<file path="src/design/adc_seq_pkg.sv">
// Shared constants for the converter sequencer
package adc_seq_pkg;
   localparam int RESULT_BITS   = 12;
   localparam int SAMPLE_TADS   = 8;
   localparam int BIT_TADS      = 12;
   localparam int PIN_COUNT     = 16;
   localparam int CHAN_BITS     = 5;
   localparam logic [4:0] CHAN_HALF_VDD = 5'h1F;
   localparam logic [1:0] SHS_LONG      = 2'h2;
   localparam logic [2:0] CKR_DIV16     = 3'h0;
   localparam logic [2:0] CKR_DIV8      = 3'h1;
   localparam logic [2:0] CKR_DIV4      = 3'h2;
   localparam logic [2:0] CKR_DIV2      = 3'h3;
   localparam logic [2:0] CKR_DIV64     = 3'h4;
   localparam logic [2:0] CKR_DIV32     = 3'h5;
   localparam logic [2:0] CKR_DIV1      = 3'h6;
   localparam logic [5:0] DIV_MAX       = 6'h3F;
   typedef enum logic [1:0] {
      ST_IDLE,
      ST_SAMPLE,
      ST_CONVERT
   } seq_state_t;
endpackage

</file>
<file path="src/design/tad_tick_gen.sv">
// Conversion clock tick generator: divided main clock or sub clock
`timescale 1ns/1ps
module tad_tick_gen (
   input  wire logic       clk,
   input  wire logic       reset,
   input  wire logic       enable,
   input  wire logic [2:0] conv_clk_select,
   input  wire logic       green_mode,
   input  wire logic       sub_clock,
   output logic            tick
);
   logic [5:0] count;
   logic [5:0] limit;
   logic       sub_meta;
   logic       sub_sync;
   logic       sub_prev;
   logic       sub_rise;
   logic       use_sub;
   logic       div_hit;

   // Divider ratio minus one for each select code
   function automatic logic [5:0] ratio_limit(input logic [2:0] sel);
      unique case (sel)
         adc_seq_pkg::CKR_DIV16: ratio_limit = 6'h0F;
         adc_seq_pkg::CKR_DIV8:  ratio_limit = 6'h07;
         adc_seq_pkg::CKR_DIV4:  ratio_limit = 6'h03;
         adc_seq_pkg::CKR_DIV2:  ratio_limit = 6'h01;
         adc_seq_pkg::CKR_DIV64: ratio_limit = adc_seq_pkg::DIV_MAX;
         adc_seq_pkg::CKR_DIV32: ratio_limit = 6'h1F;
         adc_seq_pkg::CKR_DIV1:  ratio_limit = 6'h00;
         default:                ratio_limit = 6'h00;
      endcase
   endfunction

   // clock select
   // Green mode forces the sub clock regardless of select
   assign use_sub  = green_mode || (conv_clk_select == 3'h7);
   assign limit    = ratio_limit(conv_clk_select);
   assign div_hit  = (count >= limit);
   assign sub_rise = sub_sync && !sub_prev;
   assign tick     = enable && (use_sub ? sub_rise : div_hit);

   // Sub clock arrives from its own oscillator, so it is synchronised
   always_ff @(posedge clk or posedge reset) begin
      if (reset) begin
         sub_meta <= 1'b0;
         sub_sync <= 1'b0;
         sub_prev <= 1'b0;
      end else begin
         sub_meta <= sub_clock;
         sub_sync <= sub_meta;
         sub_prev <= sub_sync;
      end
   end

   // Divider restarts whenever sequencing is idle
   always_ff @(posedge clk or posedge reset) begin
      if (reset) begin
         count <= 6'h00;
      end else if (!enable || div_hit || use_sub) begin
         count <= 6'h00;
      end else begin
         count <= count + 6'h01;
      end
   end
endmodule

</file>
<file path="src/design/sar_adc_sequencer.sv">
// Successive-approximation converter sequencer and result holding
`timescale 1ns/1ps
// Operation
// - Conversion lasts 8 sampling periods then 12 bit periods after start
// - Clock select picks main clock divider or sub clock; green forces sub
// - Conversion logic keeps running while the core sleeps
// - Run bit cleared by hardware at conversion end
// - Done flag set at conversion end
// - Completion wakes sleeping core when wake enable is set
// - Woken core vectors only with global interrupts on, else continues
// - Twelve-bit result written into low and high result registers
// - Sleep without wake enable shuts the conversion off
// - Channel change while reading results may clear both registers
// - Sixteen per-pin analog enable bits choose each pin's function
// - Five-bit channel select routes one input, incl. half supply
// - Half-supply channel enables divider; other channels disconnect it
module sar_adc_sequencer #(
   parameter int SAMPLE_TADS = adc_seq_pkg::SAMPLE_TADS,
   parameter int BIT_TADS    = adc_seq_pkg::BIT_TADS
) (
   input  wire logic        clk,
   input  wire logic        reset,
   input  wire logic        run_set,
   input  wire logic        conv_power_on,
   input  wire logic [2:0]  conv_clk_select,
   input  wire logic [1:0]  sample_hold_select,
   input  wire logic        green_mode,
   input  wire logic        sub_clock,
   input  wire logic        sleep_active,
   input  wire logic        conv_wake_enable,
   input  wire logic        conv_irq_enable,
   input  wire logic        global_int_enable,
   input  wire logic        done_clear,
   input  wire logic        result_read,
   input  wire logic [4:0]  channel_select,
   input  wire logic [15:0] pin_analog_enable_in,
   input  wire logic        comparator,
   output logic             conv_run,
   output logic             conv_done_flag,
   output logic             wake_request,
   output logic             irq_vector_request,
   output logic [7:0]       result_low,
   output logic [7:0]       result_high,
   output logic             sample_enable,
   output logic [11:0]      dac_code,
   output logic [4:0]       mux_channel,
   output logic             divider_enable,
   output logic [15:0]      pin_analog_enable
);
   adc_seq_pkg::seq_state_t state;
   adc_seq_pkg::seq_state_t next_state;
   logic [4:0]  tad_count;
   logic [11:0] sar;
   logic [11:0] trial;
   logic [3:0]  bit_index;
   logic [3:0]  next_index;
   logic [11:0] next_sar;
   logic [11:0] next_trial;
   logic [11:0] keep_code;
   logic        conv_tick;
   logic        tick;
   logic        shut_off;
   logic        busy;
   logic        sample_last;
   logic        bit_last;
   logic        finish;
   logic        start;
   logic        chan_change;
   logic [4:0]  chan_prev;
   logic        next_done;

   ////////////////////////////////////////////////////////////////////
   // Conversion clock
   tad_tick_gen u_tick (
      .clk             (clk),
      .reset           (reset),
      .enable          (busy),
      .conv_clk_select (conv_clk_select),
      .green_mode      (green_mode),
      .sub_clock       (sub_clock),
      .tick            (tick)
   );

   ////////////////////////////////////////////////////////////////////
   // Sequencing decode
   // sleep shut-off
   // Only sleep without wake enable, or loss of power, aborts
   assign shut_off    = (sleep_active && !conv_wake_enable) || !conv_power_on;
   assign busy        = (state != adc_seq_pkg::ST_IDLE);
   assign sample_last = (tad_count == 5'(SAMPLE_TADS - 1));
   assign bit_last    = (bit_index == 4'h0);
   assign finish      = (state == adc_seq_pkg::ST_CONVERT) && tick
                        && bit_last && !shut_off;
   assign start       = run_set && conv_power_on && !busy && !shut_off;
   assign trial       = sar | (12'h001 << bit_index);

   // bit decisions
   // Comparator answers the registered trial within one clock, so it is
   // read directly: a synchroniser would cost two clocks per bit and
   // could never keep up with the undivided conversion clock
   assign conv_tick  = tick && (state == adc_seq_pkg::ST_CONVERT);
   assign keep_code  = comparator ? trial : sar;
   assign next_sar   = start ? 12'h000 : (conv_tick ? keep_code : sar);
   assign next_index = start ? 4'(BIT_TADS - 1)
                       : (conv_tick && !bit_last) ? bit_index - 4'h1
                       : bit_index;
   assign next_trial = next_sar | (12'h001 << next_index);

   // State transitions; sleep stops the sequence only when wake enable is off
   always_comb begin
      next_state = state;
      unique case (state)
         adc_seq_pkg::ST_IDLE:
            if (start) begin
               next_state = adc_seq_pkg::ST_SAMPLE;
            end
         adc_seq_pkg::ST_SAMPLE:
            if (shut_off) begin
               next_state = adc_seq_pkg::ST_IDLE;
            end else if (tick && sample_last) begin
               next_state = adc_seq_pkg::ST_CONVERT;
            end
         adc_seq_pkg::ST_CONVERT:
            if (shut_off || finish) begin
               next_state = adc_seq_pkg::ST_IDLE;
            end
      endcase
   end

   ////////////////////////////////////////////////////////////////////
   // runs in sleep
   // State register has no sleep term at all
   always_ff @(posedge clk or posedge reset) begin
      if (reset) begin
         state <= adc_seq_pkg::ST_IDLE;
      end else begin
         state <= next_state;
      end
   end

   always_ff @(posedge clk or posedge reset) begin
      if (reset) begin
         tad_count <= 5'h00;
         bit_index <= 4'h0;
         sar       <= 12'h000;
      end else begin
         sar       <= next_sar;
         bit_index <= next_index;
         if (start) begin
            tad_count <= 5'h00;
         end else if (tick && state == adc_seq_pkg::ST_SAMPLE) begin
            tad_count <= tad_count + 5'h01;
         end
      end
   end

   ////////////////////////////////////////////////////////////////////
   // done flag
   // Set wins over a same-cycle software clear
   assign next_done = finish ? 1'b1 : (done_clear ? 1'b0 : conv_done_flag);

   always_ff @(posedge clk or posedge reset) begin
      if (reset) begin
         conv_run       <= 1'b0;
         conv_done_flag <= 1'b0;
      end else begin
         conv_run       <= (next_state != adc_seq_pkg::ST_IDLE);
         conv_done_flag <= next_done;
      end
   end

   always_ff @(posedge clk or posedge reset) begin
      if (reset) begin
         wake_request       <= 1'b0;
         irq_vector_request <= 1'b0;
      end else begin
         wake_request       <= finish && sleep_active && conv_wake_enable;
         irq_vector_request <= finish && conv_irq_enable && global_int_enable;
      end
   end

   ////////////////////////////////////////////////////////////////////
   // channel change during read
   assign chan_change = result_read && (channel_select != chan_prev);

   // result write
   // Completion takes priority over the clear on a clash
   always_ff @(posedge clk or posedge reset) begin
      if (reset) begin
         result_low  <= 8'h00;
         result_high <= 8'h00;
         chan_prev   <= 5'h00;
      end else begin
         chan_prev <= channel_select;
         if (finish) begin
            result_low  <= keep_code[7:0];
            result_high <= {4'h0, keep_code[11:8]};
         end else if (chan_change) begin
            result_low  <= 8'h00;
            result_high <= 8'h00;
         end
      end
   end

   ////////////////////////////////////////////////////////////////////
   // pin function
   // divider gating
   // Divider follows the channel so it never draws idle current elsewhere
   always_ff @(posedge clk or posedge reset) begin
      if (reset) begin
         pin_analog_enable <= 16'h0000;
         mux_channel       <= 5'h00;
         divider_enable    <= 1'b0;
         sample_enable     <= 1'b0;
         dac_code          <= 12'h000;
      end else begin
         pin_analog_enable <= pin_analog_enable_in;
         mux_channel       <= channel_select;
         divider_enable    <= (channel_select == adc_seq_pkg::CHAN_HALF_VDD);
         sample_enable     <= (next_state == adc_seq_pkg::ST_SAMPLE);
         dac_code          <= (next_state == adc_seq_pkg::ST_CONVERT)
                              ? next_trial : 12'h000;
      end
   end

   ////////////////////////////////////////////////////////////////////
   // Checks
   // completion side effects
   chk_run_clears_done: assert property (
      @(posedge clk) disable iff (reset)
      finish |=> !conv_run && conv_done_flag)
      else $error("run not cleared or done not set at completion");
   chk_done_set_wins: assert property (
      @(posedge clk) disable iff (reset)
      (finish && done_clear) |=> conv_done_flag)
      else $error("done set lost to clear");
   chk_run_while_busy: assert property (
      @(posedge clk) disable iff (reset)
      conv_run == busy)
      else $error("run bit differs from conversion state");
   chk_wake_pulse: assert property (
      @(posedge clk) disable iff (reset)
      (finish && sleep_active && conv_wake_enable) |=> wake_request)
      else $error("no wake on completion");
   chk_vector_gate: assert property (
      @(posedge clk) disable iff (reset)
      irq_vector_request |-> $past(global_int_enable))
      else $error("vector request without global enable");
   chk_sleep_shutoff: assert property (
      @(posedge clk) disable iff (reset)
      (busy && sleep_active && !conv_wake_enable) |=> !busy)
      else $error("conversion not shut off in sleep");
   chk_divider_follow: assert property (
      @(posedge clk) disable iff (reset)
      ##1 divider_enable == ($past(channel_select) ==
      adc_seq_pkg::CHAN_HALF_VDD))
      else $error("divider does not follow channel");
   chk_sample_first: assert property (
      @(posedge clk) disable iff (reset)
      start |=> sample_enable)
      else $error("sampling did not follow start");
   chk_result_write: assert property (
      @(posedge clk) disable iff (reset)
      finish |=> {result_high, result_low} == {4'h0, $past(keep_code)})
      else $error("result registers do not hold the decided code");
   cov_complete: cover property (@(posedge clk) disable iff (reset) finish);
   cov_sleep_wake: cover property (@(posedge clk) disable iff (reset)
      wake_request);
   cov_abort: cover property (@(posedge clk) disable iff (reset)
      busy && shut_off);
   cov_clear: cover property (@(posedge clk) disable iff (reset)
      chan_change);
endmodule

</file>
<file path="config.mk">
export PLATFORM = sky130hd
export DESIGN_NAME = sar_adc_sequencer
export DESIGN_NICKNAME = d
export VERILOG_FILES = /design/src/design/adc_seq_pkg.sv /design/src/design/tad_tick_gen.sv /design/src/design/sar_adc_sequencer.sv
export SDC_FILE = /design/constraint.sdc
export NUM_CORES = 1
export LEC_CHECK = 0
export CORE_MARGIN = 3
export CORE_UTILIZATION = 56
export CTS_CLUSTER_DIAMETER = 120
export DETAILED_ROUTE_END_ITERATION = 6
export DONT_BUFFER_PORTS = 1
export GPL_TIMING_DRIVEN = 0
export PLACE_DENSITY = 0.72
export SYNTH_ARGS = -nofsm -noshare
export SYNTH_HDL_FRONTEND = slang
export SYNTH_HIERARCHICAL = 1
export SYNTH_SLANG_ARGS = --single-unit
</file>
<file path="constraint.sdc">
create_clock -name clk -period 2.4 [get_ports clk]
set_input_delay 0.48 -clock clk [delete_from_list [all_inputs] [get_ports clk]]
set_output_delay 0.48 -clock clk [all_outputs]
set_load 0.01 [all_outputs]
</file>
==> results of run 1 <==
flip-flops by register name, summed over array words and instances, names as in the netlist, 4 cells and up:
name               count
pin_analog_enable     16
dac_code              12
sar                   12
result_low             8
u_tick/count           6
mux_channel            5
tad_count              5
bit_index              4
result_high            4
cell type report:
| class | instances | share of cell area |
|---|---|---|
| Clock buffer | 9 | 0.0268 |
| Tap cell | 75 | 0.0203 |
| Buffer | 17 | 0.0262 |
| Clock inverter | 7 | 0.0230 |
| Inverter | 17 | 0.0143 |
| Timing Repair Buffer | 20 | 0.0341 |
| Multi-Input combinational cell | 212 | 0.406 |
| Sequential cell | 83 | 0.449 |
what timing repair did:
action | in CTS | in global routing
pin swaps | 18 | 14
setup buffers | 12 | 6
gates resized for setup | 38 | 29
hold endpoints to repair | 9 | 0
cloned | 0 | 1
setup endpoints to repair | 28 | 23
hold buffers | 1 | 0
layer usage:
metal | vias up | track usage
met3 | 20 | 0.0464
met2 | 83 | 0.359
met5 | - | 0
met1 | 1309 | 0.295
met4 | 0 | 0.106
li1 | 1227 | -
path summary, 6_finish.rpt:
| path | to | cells past startpoint | slack (ps) |
|---|---|---|---|
| hold reg to reg | u_tick/sub_sync | 0 | 360 |
| min in group asynchronous | dac_code[5] | 1 | 180 |
| hold / removal | mux_channel[0] | 0 | 140 |
| max in group asynchronous | bit_index[0] | 1 | 1600 |
| setup / recovery | dac_code[4] | 11 | -50 |
| setup reg to reg | dac_code[4] | 11 | -50 |
Yosys cell counts (all sizes together), types with 2 or more instances:
cell type	number	share of area
nor2b	2	0.0034
a41oi	9	0.028
a21boi	2	0.0041
dfrtp	83	0.57
o21ai	8	0.012
nand2	14	0.014
ha	16	0.055
clkbuf	10	0.010
o2bb2ai	12	0.029
xor2	8	0.019
nor2	29	0.030
a21oi	18	0.025
nand3	11	0.015
or3	2	0.0034
and3	2	0.0048
nand4	4	0.0068
a31oi	15	0.026
nand2b	7	0.012
nor3b	2	0.0055
a21o	3	0.0061
inv	17	0.017
buf	9	0.016
xnor2	5	0.012
and2	6	0.010
and3b	2	0.0048
nor3	13	0.018
logic make-up after synthesis:
group | count (synthesis) | synth area share
AOI/OAI and AO/OA | 81 | 0.167
xor gates and xnor gates | 13 | 0.0310
adders and majority gates | 16 | 0.0545
buffers and inverters | 36 | 0.0440
DFF | 83 | 0.566
other | 1 | 0.00102
and+or+nand+nor | 98 | 0.137
power by group through the flow:
stage,Combinational [uW],Sequential (uW),Clock [uW]
floorplan,246,1530,0
global placement,298,1540,0
detailed placement,310,1540,0
CTS,355,1510,1170
global route,443,1520,1230
finish,399,1510,1150
stage by stage:
step	util	hold WS (ps)	instance area [um^2]	total power, uW	TNS, ps
after floorplan	-	308	3820	1780	-3570
after global placement	0.638	333	3910	1840	-56570
after detailed placement	0.638	340	3910	1850	-11730
after CTS	0.723	127	4430	3030	-8.63
after global routing	0.755	124	4630	3190	-1610
final	0.755	145	4630	3050	-248
==> results by group, run 1 <==
Status
  – Outcome: finished with violations
  – Failing checks: setup timing

Logic synthesis
  – Synth Flop Type: dfrtp_1
  – Post-synth EDFFs: 0
  – Post-synth ARST share: 1.00
  – Post-synthesis instance area: 0.00367 mm^2
  – Register area share after synthesis: 0.566
  – Mapped Avg Cell Area: 11.2 um^2
  – Yosys cell types: 55
  – Post-Syn Instances: 328
  – Synth warn: 6
  – Yosys reg bits: 83

Timing
  – Fin crit share: 1.02
  – Tmin final: 2450 ps
  – # setup viols final: 12
  – Slew Limit Headroom: 0.416
  – Fin. Hold Viols: 0
  – Fmax: 408 MHz
  – Worst Max-Slew Pin Slew: 876 ps
  – Clk_skew: 7.55 ps
  – RSZ-0062 raised after global routing: true
  – Final Slew Violations: 0
  – Fin worst setup slack: -54.0 ps

Route
  – DR top layer: met4
  – Via count: 2639
  – Met1 WL: 3.45 mm
  – TritonRoute pass-1 iters: 4
  – DR vias/cell: 6.00
  – Metal2 WL: 4.34 mm
  – DR iter-0 viols: 164
  – Detail Route Antenna Nets: 0
  – Wire per inst: 19.2 um
  – Met3 wire length: 390 um
  – Final wirelength: 8.43 mm
  – # DRC: 0

Worst setup path
  – Critical-path maximum fanout: 6
  – FF-to-FF Start: u_tick/count[0]
  – CP top delay family: simple AND/OR/NAND/NOR gates
  – Arr. time, crit path: 2700 ps
  – Critical path launch point type: input port
  – Slowest stage delay, CP: 470 ps
  – Slowest stage cell, crit path: or4_4
  – Worst path required time: 2640 ps
  – CP startpoint: conv_clk_select[1]
  – Most used cell, CP: and3_4
  – Crit path kind: in -> reg
  – Worst Path Buf+Inv: 0
  – CP cell instances: nand2b_4 > or2_4 > ha_4 > nand3_2 > o21ai_1 > and3_4 > nand2_8 > or4_4 > and3_4 > a41oi_2 > nor3_2
  – Setup crit end kind: flip-flop

Floorplanning
  – Floorplan row count: 28
  – Initial core utilization: 0.599
  – Die width: 87.0 um
  – # IOs: 94
  – Die Area: 0.00756 mm^2
  – Placeable Area: 0.00613 mm^2
  – Die Ht: 87.0 um

Flow run
  – Max-Cap Viols: 0

Global route
  – Total GRT Usage: 0.225
  – Vias in the first global route: 2609
  – Initial antenna violation count: 0
  – First-pass GRT wire length: 12.8 mm
  – GRT overflow: 0
  – Pin count of the biggest net entering global routing: 75

Cells and area
  – Non-Filler Instances: 440
  – Antenna diode count: 0
  – Final net count: 415
  – Layout cell share with drive strength beyond 1: 0.315
  – Synth-to-layout area growth: 26.0%
  – Most common cell after layout, fill and taps aside: dfrtp_1
  – Area taken by multi-input logic gates: 0.00188 mm^2
  – FILL cells: 407
  – Storage element area: 0.00208 mm^2
  – Most frequent cells in the layout: dfrtp_1 (82), nor2_1 (24), buf_4 (21), a21oi_1 (16), inv_1 (15)

Clock network
  – Clk Latency, worst-skew pair: 350 ps
  – Root Driver: clkbuf_8
  – Clock tree buffer depth: 2
  – Worst-path clk slew: 90 ps
  – H-tree levels: 3
  – Number of CTS-inserted buffers: 9
  – Sinks on Clock Net: 83
  – CTS tree: done

Worst hold path
  – Hold Crit Start: channel_select[0]
  – HP Class: in -> reg

Power and ir drop
  – LEAKAGE: 0.00199 uW
  – Sw Ratio: 0.277
  – Internal: 2210 uW
  – Net Sw Power: 847 uW
  – Logic pwr share: 0.131
  – Flop pwr share: 0.494
  – Total power per unit cell area: 660 mW/mm^2
  – Clock Power Share: 0.375
  – Maximum vdd drop: 0.595 mV

Place
  – Worst slack at placement: -533 ps
  – IO Port Bufs: 0
  – HPWL Detailed: 5.54 mm
  – GP Congestion: 0.912
  – Placed cells: 406
Power figures use the tool's default switching activity.
==> inputs of run 2 (changes only) <==
--- a/config.mk
+++ b/config.mk
@@ -5,13 +5,14 @@
 export SDC_FILE = /design/constraint.sdc
 export NUM_CORES = 1
 export LEC_CHECK = 0
+export CAP_MARGIN = 30
 export CORE_MARGIN = 3
-export CORE_UTILIZATION = 56
+export CORE_UTILIZATION = 60
 export CTS_CLUSTER_DIAMETER = 120
 export DETAILED_ROUTE_END_ITERATION = 6
 export DONT_BUFFER_PORTS = 1
 export GPL_TIMING_DRIVEN = 0
-export PLACE_DENSITY = 0.72
+export PLACE_DENSITY = 0.74
 export SYNTH_ARGS = -nofsm -noshare
 export SYNTH_HDL_FRONTEND = slang
 export SYNTH_HIERARCHICAL = 1
==> constraint.sdc (replaced) <==
create_clock -name clk -period 3.1 [get_ports clk]
set_input_delay 0.62 -clock clk [delete_from_list [all_inputs] [get_ports clk]]
set_output_delay 0.62 -clock clk [all_outputs]
set_load 0.01 [all_outputs]
==> run 2 against run 1 <==
The flow now finishes without violations. Critical path depth is 1 higher. First-iteration DRC count rose by 35%. Non-clock buffer count is 18 lower. Combinational power decreased by 43%. Hold slack got worse by 37 ps. Highest routed layer unchanged. Final area down 13%.
==> results by group, run 2 (same netlist as run 1, synthesis figures left out) <==
Cells and area
  – Layout cell share with drive strength beyond 1: 0.121 (-0.194)
  – Max reg flops: 16 (unchanged)
  – Biggest regs: pin_analog_enable (16), dac_code (12), sar (12)
  – Synth-to-layout area growth: 9.20%
  – Final core utilization: 0.702 (-0.0525)
  – Antenna diode count: 0 (unchanged)
  – Reg with most FFs: pin_analog_enable
  – Final instance area: 0.00401 mm^2 (-13%)
  – Most common cell after layout, fill and taps aside: dfrtp_1
  – Most frequent cells in the layout: dfrtp_1 (83), nor2_1 (29), a21oi_1 (18)
  – Final net count: 397 (-4.3%)

Place
  – IO Port Bufs: 0 (unchanged)
  – GP Congestion: 0.931 (+2.1%)
  – HPWL Detailed: 5.46 mm (-1.6%)
  – Placed cell areas: 0.00379 mm^2 (-3.1%)

Worst setup path
  – Crit path kind: in -> reg
  – Setup crit end kind: flip-flop
  – Arr. time, crit path: 3150 ps (+450 ps)
  – Critical-path maximum fanout: 8 (+2)
  – Worst path required time: 3330 ps (+690 ps)
  – Critical path launch point type: input port

Clock network
  – Worst-path clk slew: 80 ps (about the same)
  – Root Driver: clkbuf_8
  – Post-CTS Resized: 0 (-100%)
  – Clk Latency, worst-skew pair: 350 ps (about the same)
  – CTS hold repair buffers: 0 (-1)
  – Sinks on Clock Net: 83 (unchanged)
  – H-tree levels: 3 (unchanged)
  – CTS tree: done
  – Setup bufs post-CTS: 0 (-12)
  – Clock tree buffer depth: 2 (unchanged)
  – Number of CTS-inserted buffers: 9 (unchanged)

Power and ir drop
  – Logic pwr share: 0.104 (-0.027)
  – Sw Ratio: 0.266 (-0.0113)
  – Internal: 1610 uW (-27%)
  – LEAKAGE: 0.00180 uW (-9.6%)
  – Pwr Total: 2190 uW (-28%)
  – Maximum vdd drop: 0.361 mV (-39%)
  – Total power per unit cell area: 547 mW/mm^2 (-17%)
  – Net Sw Power: 583 uW (-31%)
  – Clock Power Share: 0.362 (-0.013)
  – Flop pwr share: 0.535 (+0.041)

Global route
  – Vias in the first global route: 2472 (-5.3%)
  – First-pass GRT wire length: 12.0 mm (-6.9%)
  – GRT overflow: 0 (unchanged)
  – Total GRT Usage: 0.213 (-0.0126)
  – Pin count of the biggest net entering global routing: 75 (unchanged)
  – Initial antenna violation count: 0 (unchanged)

Floorplanning
  – Die Ht: 84.2 um (-3.2%)
  – Initial core utilization: 0.643 (+0.0442)
  – Die Area: 0.00709 mm^2 (-6.2%)
  – # IOs: 94 (unchanged)
  – Placeable Area: 0.00571 mm^2 (-6.9%)
  – Die width: 84.2 um (-3.2%)
  – Floorplan row count: 27 (-3.6%)

Route
  – DR iter-0 viols: 222 (+35%)
  – TritonRoute pass-1 iters: 5 (+1)
  – Final wirelength: 7.47 mm (-11%)
  – Via count: 2594 (-1.7%)
  – Detail Route Antenna Nets: 0 (unchanged)
  – # DRC: 0 (unchanged)
  – DR vias/cell: 6.19 (+3.2%)
  – Wire per inst: 17.8 um (-7.0%)

Timing
  – Fmax: 342 MHz
  – Final Slew Violations: 0 (unchanged)
  – RSZ-0062 raised after global routing: false
  – Clk_skew: 9.57 ps (+2.02 ps)
  – Setup TNS: 0 ps (+248 ps)
  – # setup viols final: 0 (-12)
  – Slew Limit Headroom: 0.414 (-0.00226)
  – Fin. Hold Viols: 0 (unchanged)
  – Worst Max-Slew Pin Slew: 880 ps (+3.39 ps)
  – Tmin final: 2920 ps
  – Fin crit share: 0.943

Status
  – Outcome: finished clean

Flow run
  – Max-Cap Viols: 0 (unchanged)

Worst hold path
  – HP Class: in -> async
[run 2: cell types whose count changed in the layout (fill, tap and decap cells not counted), moves of 5 or more]
cell       before  now
a31oi_2         5    0
o2bb2ai_2       7    0
o2bb2ai_1       5   12
buf_4          21    4
nor3_2          5    0
nor2_1         24   29
a31oi_1         7   15
nor3_1          6   13
[run 2: cell type report]
class,instances,area (um^2)
plain buffers,19,100
clock buffers,10,138
clock inverters,6,71.3
fillers,420,1700
inverters,17,66.3
multi-input cells,212,1470
flip-flops and latches,83,2080
well taps,72,90.1
[run 2: final timing paths]
path                                         start                   end  slack, ps  cells after the start
worst max-delay path            conv_clk_select[1]           dac_code[6]        180                     12
worst min-delay path                         reset       u_tick/sub_prev        110                      1
worst max register to register     u_tick/count[4]           dac_code[0]        250                     10
worst min register to register     u_tick/sub_meta       u_tick/sub_sync        350                      0
max in group asynchronous                    reset  pin_analog_enable[0]       2210                      1
min in group clk                 channel_select[3]        mux_channel[3]        290                      0
[run 2: layer usage]
layer	vias up	track usage	share of wire
li1	1190	-	-
met1	1244	0.266	0.41
met2	134	0.349	0.49
met3	26	0.0707	0.077
met4	0	0.0702	0.030
met5	-	0	0
[run 2: through the flow]
| step | std cells | hold WS (ps) | setup slack, ps |
|---|---|---|---|
| 2_1_floorplan | 331 | 331 | 18.3 |
| 4_1_cts | 419 | 105 | 39.2 |
| 6_report | 419 | 108 | 177 |
| 5_1_grt | 419 | 105 | 2.35 |
| 3_5_place_dp | 403 | 338 | -319 |
| 3_3_place_gp | 403 | 334 | -286 |
[run 2: worst max-delay path, stage by stage]
cell and delay, ps:
nand2b_1 130, or2_2 310, ha_4 300, nand3_1 100
o21ai_0 150, and3_4 250, nand2_1 170, or4_4 530
and3_4 190, buf_6 130, a41oi_2 190, nor3_1 70
[run 2: power groups by stage]
stage	clock [uW]	sequential [uW]	combinational [uW]
finish	793	1170	227
global route	852	1180	264
CTS	811	1170	228
detailed placement	0	1190	226
global placement	0	1190	220
floorplan	0	1190	183
==> inputs of run 3 (changes only) <==
--- a/config.mk
+++ b/config.mk
@@ -11,7 +11,6 @@
 export CTS_CLUSTER_DIAMETER = 120
 export DETAILED_ROUTE_END_ITERATION = 6
 export DONT_BUFFER_PORTS = 1
-export GPL_TIMING_DRIVEN = 0
 export PLACE_DENSITY = 0.74
 export SYNTH_ARGS = -nofsm -noshare
 export SYNTH_HDL_FRONTEND = slang
==> run 3 against run 2 <==
Sequential cell count unchanged. Highest routed layer unchanged. Total power up 4.9%. Routed wire length rose by 7.1%. Critical path depth fell by 2. Sequential share of layout area fell by 0.50 points. Hold slack worse by 3.9 ps. Via count decreased by 0.73%. Largest cell class unchanged. Combinational power increased by 8.8%. Clock skew is 4.6 ps higher.
==> results by group, run 3 (same netlist as run 1, synthesis figures left out) <==
Cells and area
  – FILL cells: 417 (-0.71%)
  – Reg with most FFs: pin_analog_enable
  – Final net count: 393 (-1.0%)
  – Most common cell after layout, fill and taps aside: dfrtp_1
  – Synth-to-layout area growth: 10.3%
  – Max reg flops: 16 (unchanged)
  – Most frequent cells in the layout: dfrtp_1 (83), nor2_1 (29), a21oi_1 (18)
  – Antenna diode count: 0 (unchanged)
  – Layout cell share with drive strength beyond 1: 0.134 (+0.0131)
  – Biggest regs: pin_analog_enable (16), dac_code (12), sar (12)
  – Final instance area: 0.00405 mm^2 (+0.97%)
  – Final core utilization: 0.709 (+0.00679)

Power and ir drop
  – Flop pwr share: 0.510 (-0.025)
  – LEAKAGE: 0.00183 uW (+1.9%)
  – Pwr Total: 2300 uW (+4.9%)
  – Logic pwr share: 0.108 (+0.004)
  – Sw Ratio: 0.263 (-0.00243)
  – Internal: 1690 uW (+5.3%)
  – Maximum vdd drop: 0.385 mV (+6.7%)
  – Net Sw Power: 606 uW (+3.9%)
  – Total power per unit cell area: 568 mW/mm^2 (+3.9%)
  – Clock Power Share: 0.383 (+0.021)

Route
  – # DRC: 0 (unchanged)
  – Wire per inst: 19.3 um (+8.2%)
  – Detail Route Antenna Nets: 0 (unchanged)
  – TritonRoute pass-1 iters: 4 (-1)
  – Via count: 2575 (-0.73%)
  – Final wirelength: 8.00 mm (+7.1%)
  – DR vias/cell: 6.20 (+0.22%)
  – DR iter-0 viols: 215 (-3.2%)

Timing
  – # setup viols final: 0 (unchanged)
  – Tmin final: 2840 ps (-80.3 ps)
  – Fin crit share: 0.917 (-0.0259)
  – Worst Max-Slew Pin Slew: 663 ps (-217 ps)
  – Final Slew Violations: 0 (unchanged)
  – Fmax: 352 MHz (+2.8%)
  – RSZ-0062 raised after global routing: false
  – Setup TNS: 0 ps (unchanged)
  – Slew Limit Headroom: 0.557 (+0.144)
  – Fin. Hold Viols: 0 (unchanged)
  – Hold WS: 104 ps (-3.92 ps)
  – Clk_skew: 14.1 ps (+4.56 ps)

Clock network
  – Setup bufs post-CTS: 0 (unchanged)
  – CTS tree: done
  – Clock tree buffer depth: 2 (unchanged)
  – CTS hold repair buffers: 0 (unchanged)
  – Number of CTS-inserted buffers: 9 (unchanged)
  – Sinks on Clock Net: 83 (unchanged)
  – Clk Latency, worst-skew pair: 350 ps (about the same)
  – H-tree levels: 3 (unchanged)
  – Root Driver: clkbuf_8
  – Post-CTS Resized: 0 (unchanged)
  – Worst-path clk slew: 90 ps (about the same)

Worst setup path
  – Critical path launch point type: flip-flop
  – Crit path kind: reg -> reg
  – Critical-path maximum fanout: 15 (+7)
  – Worst path required time: 3340 ps (about the same)
  – Setup crit end kind: flip-flop
  – Reg2Reg Setup Slack: 260 ps (about the same)
  – Arr. time, crit path: 3080 ps (-70 ps)

Worst hold path
  – HP Class: in -> async

Floorplanning
  – Placeable Area: 0.00571 mm^2 (unchanged)
  – # IOs: 94 (unchanged)
  – Die width: 84.2 um (unchanged)
  – Floorplan row count: 27 (unchanged)
  – Die Ht: 84.2 um (unchanged)
  – Die Area: 0.00709 mm^2 (unchanged)
  – Initial core utilization: 0.643 (unchanged)

Global route
  – Grt met3 use: 0.0530 (-0.0177)
  – GRT met2 Usage: 0.391 (+0.0416)
  – Global-route met1 utilization: 0.294 (+0.0280)
  – Most used routing layer: met2
  – Vias in the first global route: 2629 (+6.4%)
  – First-pass GRT wire length: 13.0 mm (+9.0%)
  – Initial antenna violation count: 0 (unchanged)
  – GRT overflow: 0 (unchanged)
  – Pin count of the biggest net entering global routing: 36 (-52%)
  – Total GRT Usage: 0.236 (+0.0238)

Place
  – IO Port Bufs: 0 (unchanged)
  – GP Congestion: 0.875 (-6.0%)
  – HPWL Detailed: 5.80 mm (+6.3%)
  – Placed cell areas: 0.00382 mm^2 (+0.66%)

Status
  – Outcome: finished clean

Flow run
  – Max-Cap Viols: 0 (unchanged)
run 3: layout make-up:
class / instances / area [um^2] / share of cell area
Inverter: 17 / 63.8 / 0.0158
Sequential cell: 83 / 2080 / 0.513
Tap cell: 72 / 90.1 / 0.0223
Timing Repair Buffer: 15 / 125 / 0.0309
Clock buffer: 9 / 124 / 0.0306
Clock inverter: 7 / 106 / 0.0263
Multi-Input combinational cell: 212 / 1460 / 0.361
run 3: metal layers:
layer	vias to the layer above	share of wire
met3	19	0.071
li1	1186	-
met1	1255	0.39
met2	115	0.51
met4	0	0.029
met5	-	0
run 3: through the flow:
stage               instances  setup WS [ps]
finish                    415            258
global placement          399           24.3
global route              415           15.1
detailed placement        399          -61.5
CTS                       415            229
floorplan                 331           18.3
run 3: power groups by stage:
stage	sequential, uW	combinational [uW]	clock, uW
2_1_floorplan	1190	183	0
3_3_place_gp	1190	235	0
3_5_place_dp	1200	247	0
4_1_cts	1170	250	895
5_1_grt	1180	289	946
6_report	1170	247	880
run 3: worst paths after layout:
path | depth (start not counted) | to | start
hold reg to reg | 0 | u_tick/sub_sync | u_tick/sub_meta
setup reg to reg | 10 | dac_code[11] | u_tick/count[2]
min in group clk | 0 | pin_analog_enable[7] | pin_analog_enable_in[7]
setup / recovery | 10 | dac_code[11] | u_tick/count[2]
hold / removal | 1 | u_tick/sub_meta | reset
max in group asynchronous | 2 | dac_code[0] | reset
run 3: worst max-delay path, stage by stage, from the launching register on:
cell and delay, ps:
dfrtp_1 430, ha_1 320, a21o_1 150, a31oi_1 250, o21ai_0 140, and3_4 200
buf_4 140, a21boi_1 170, nand3_1 100, a221o_1 490, a311oi_1 330
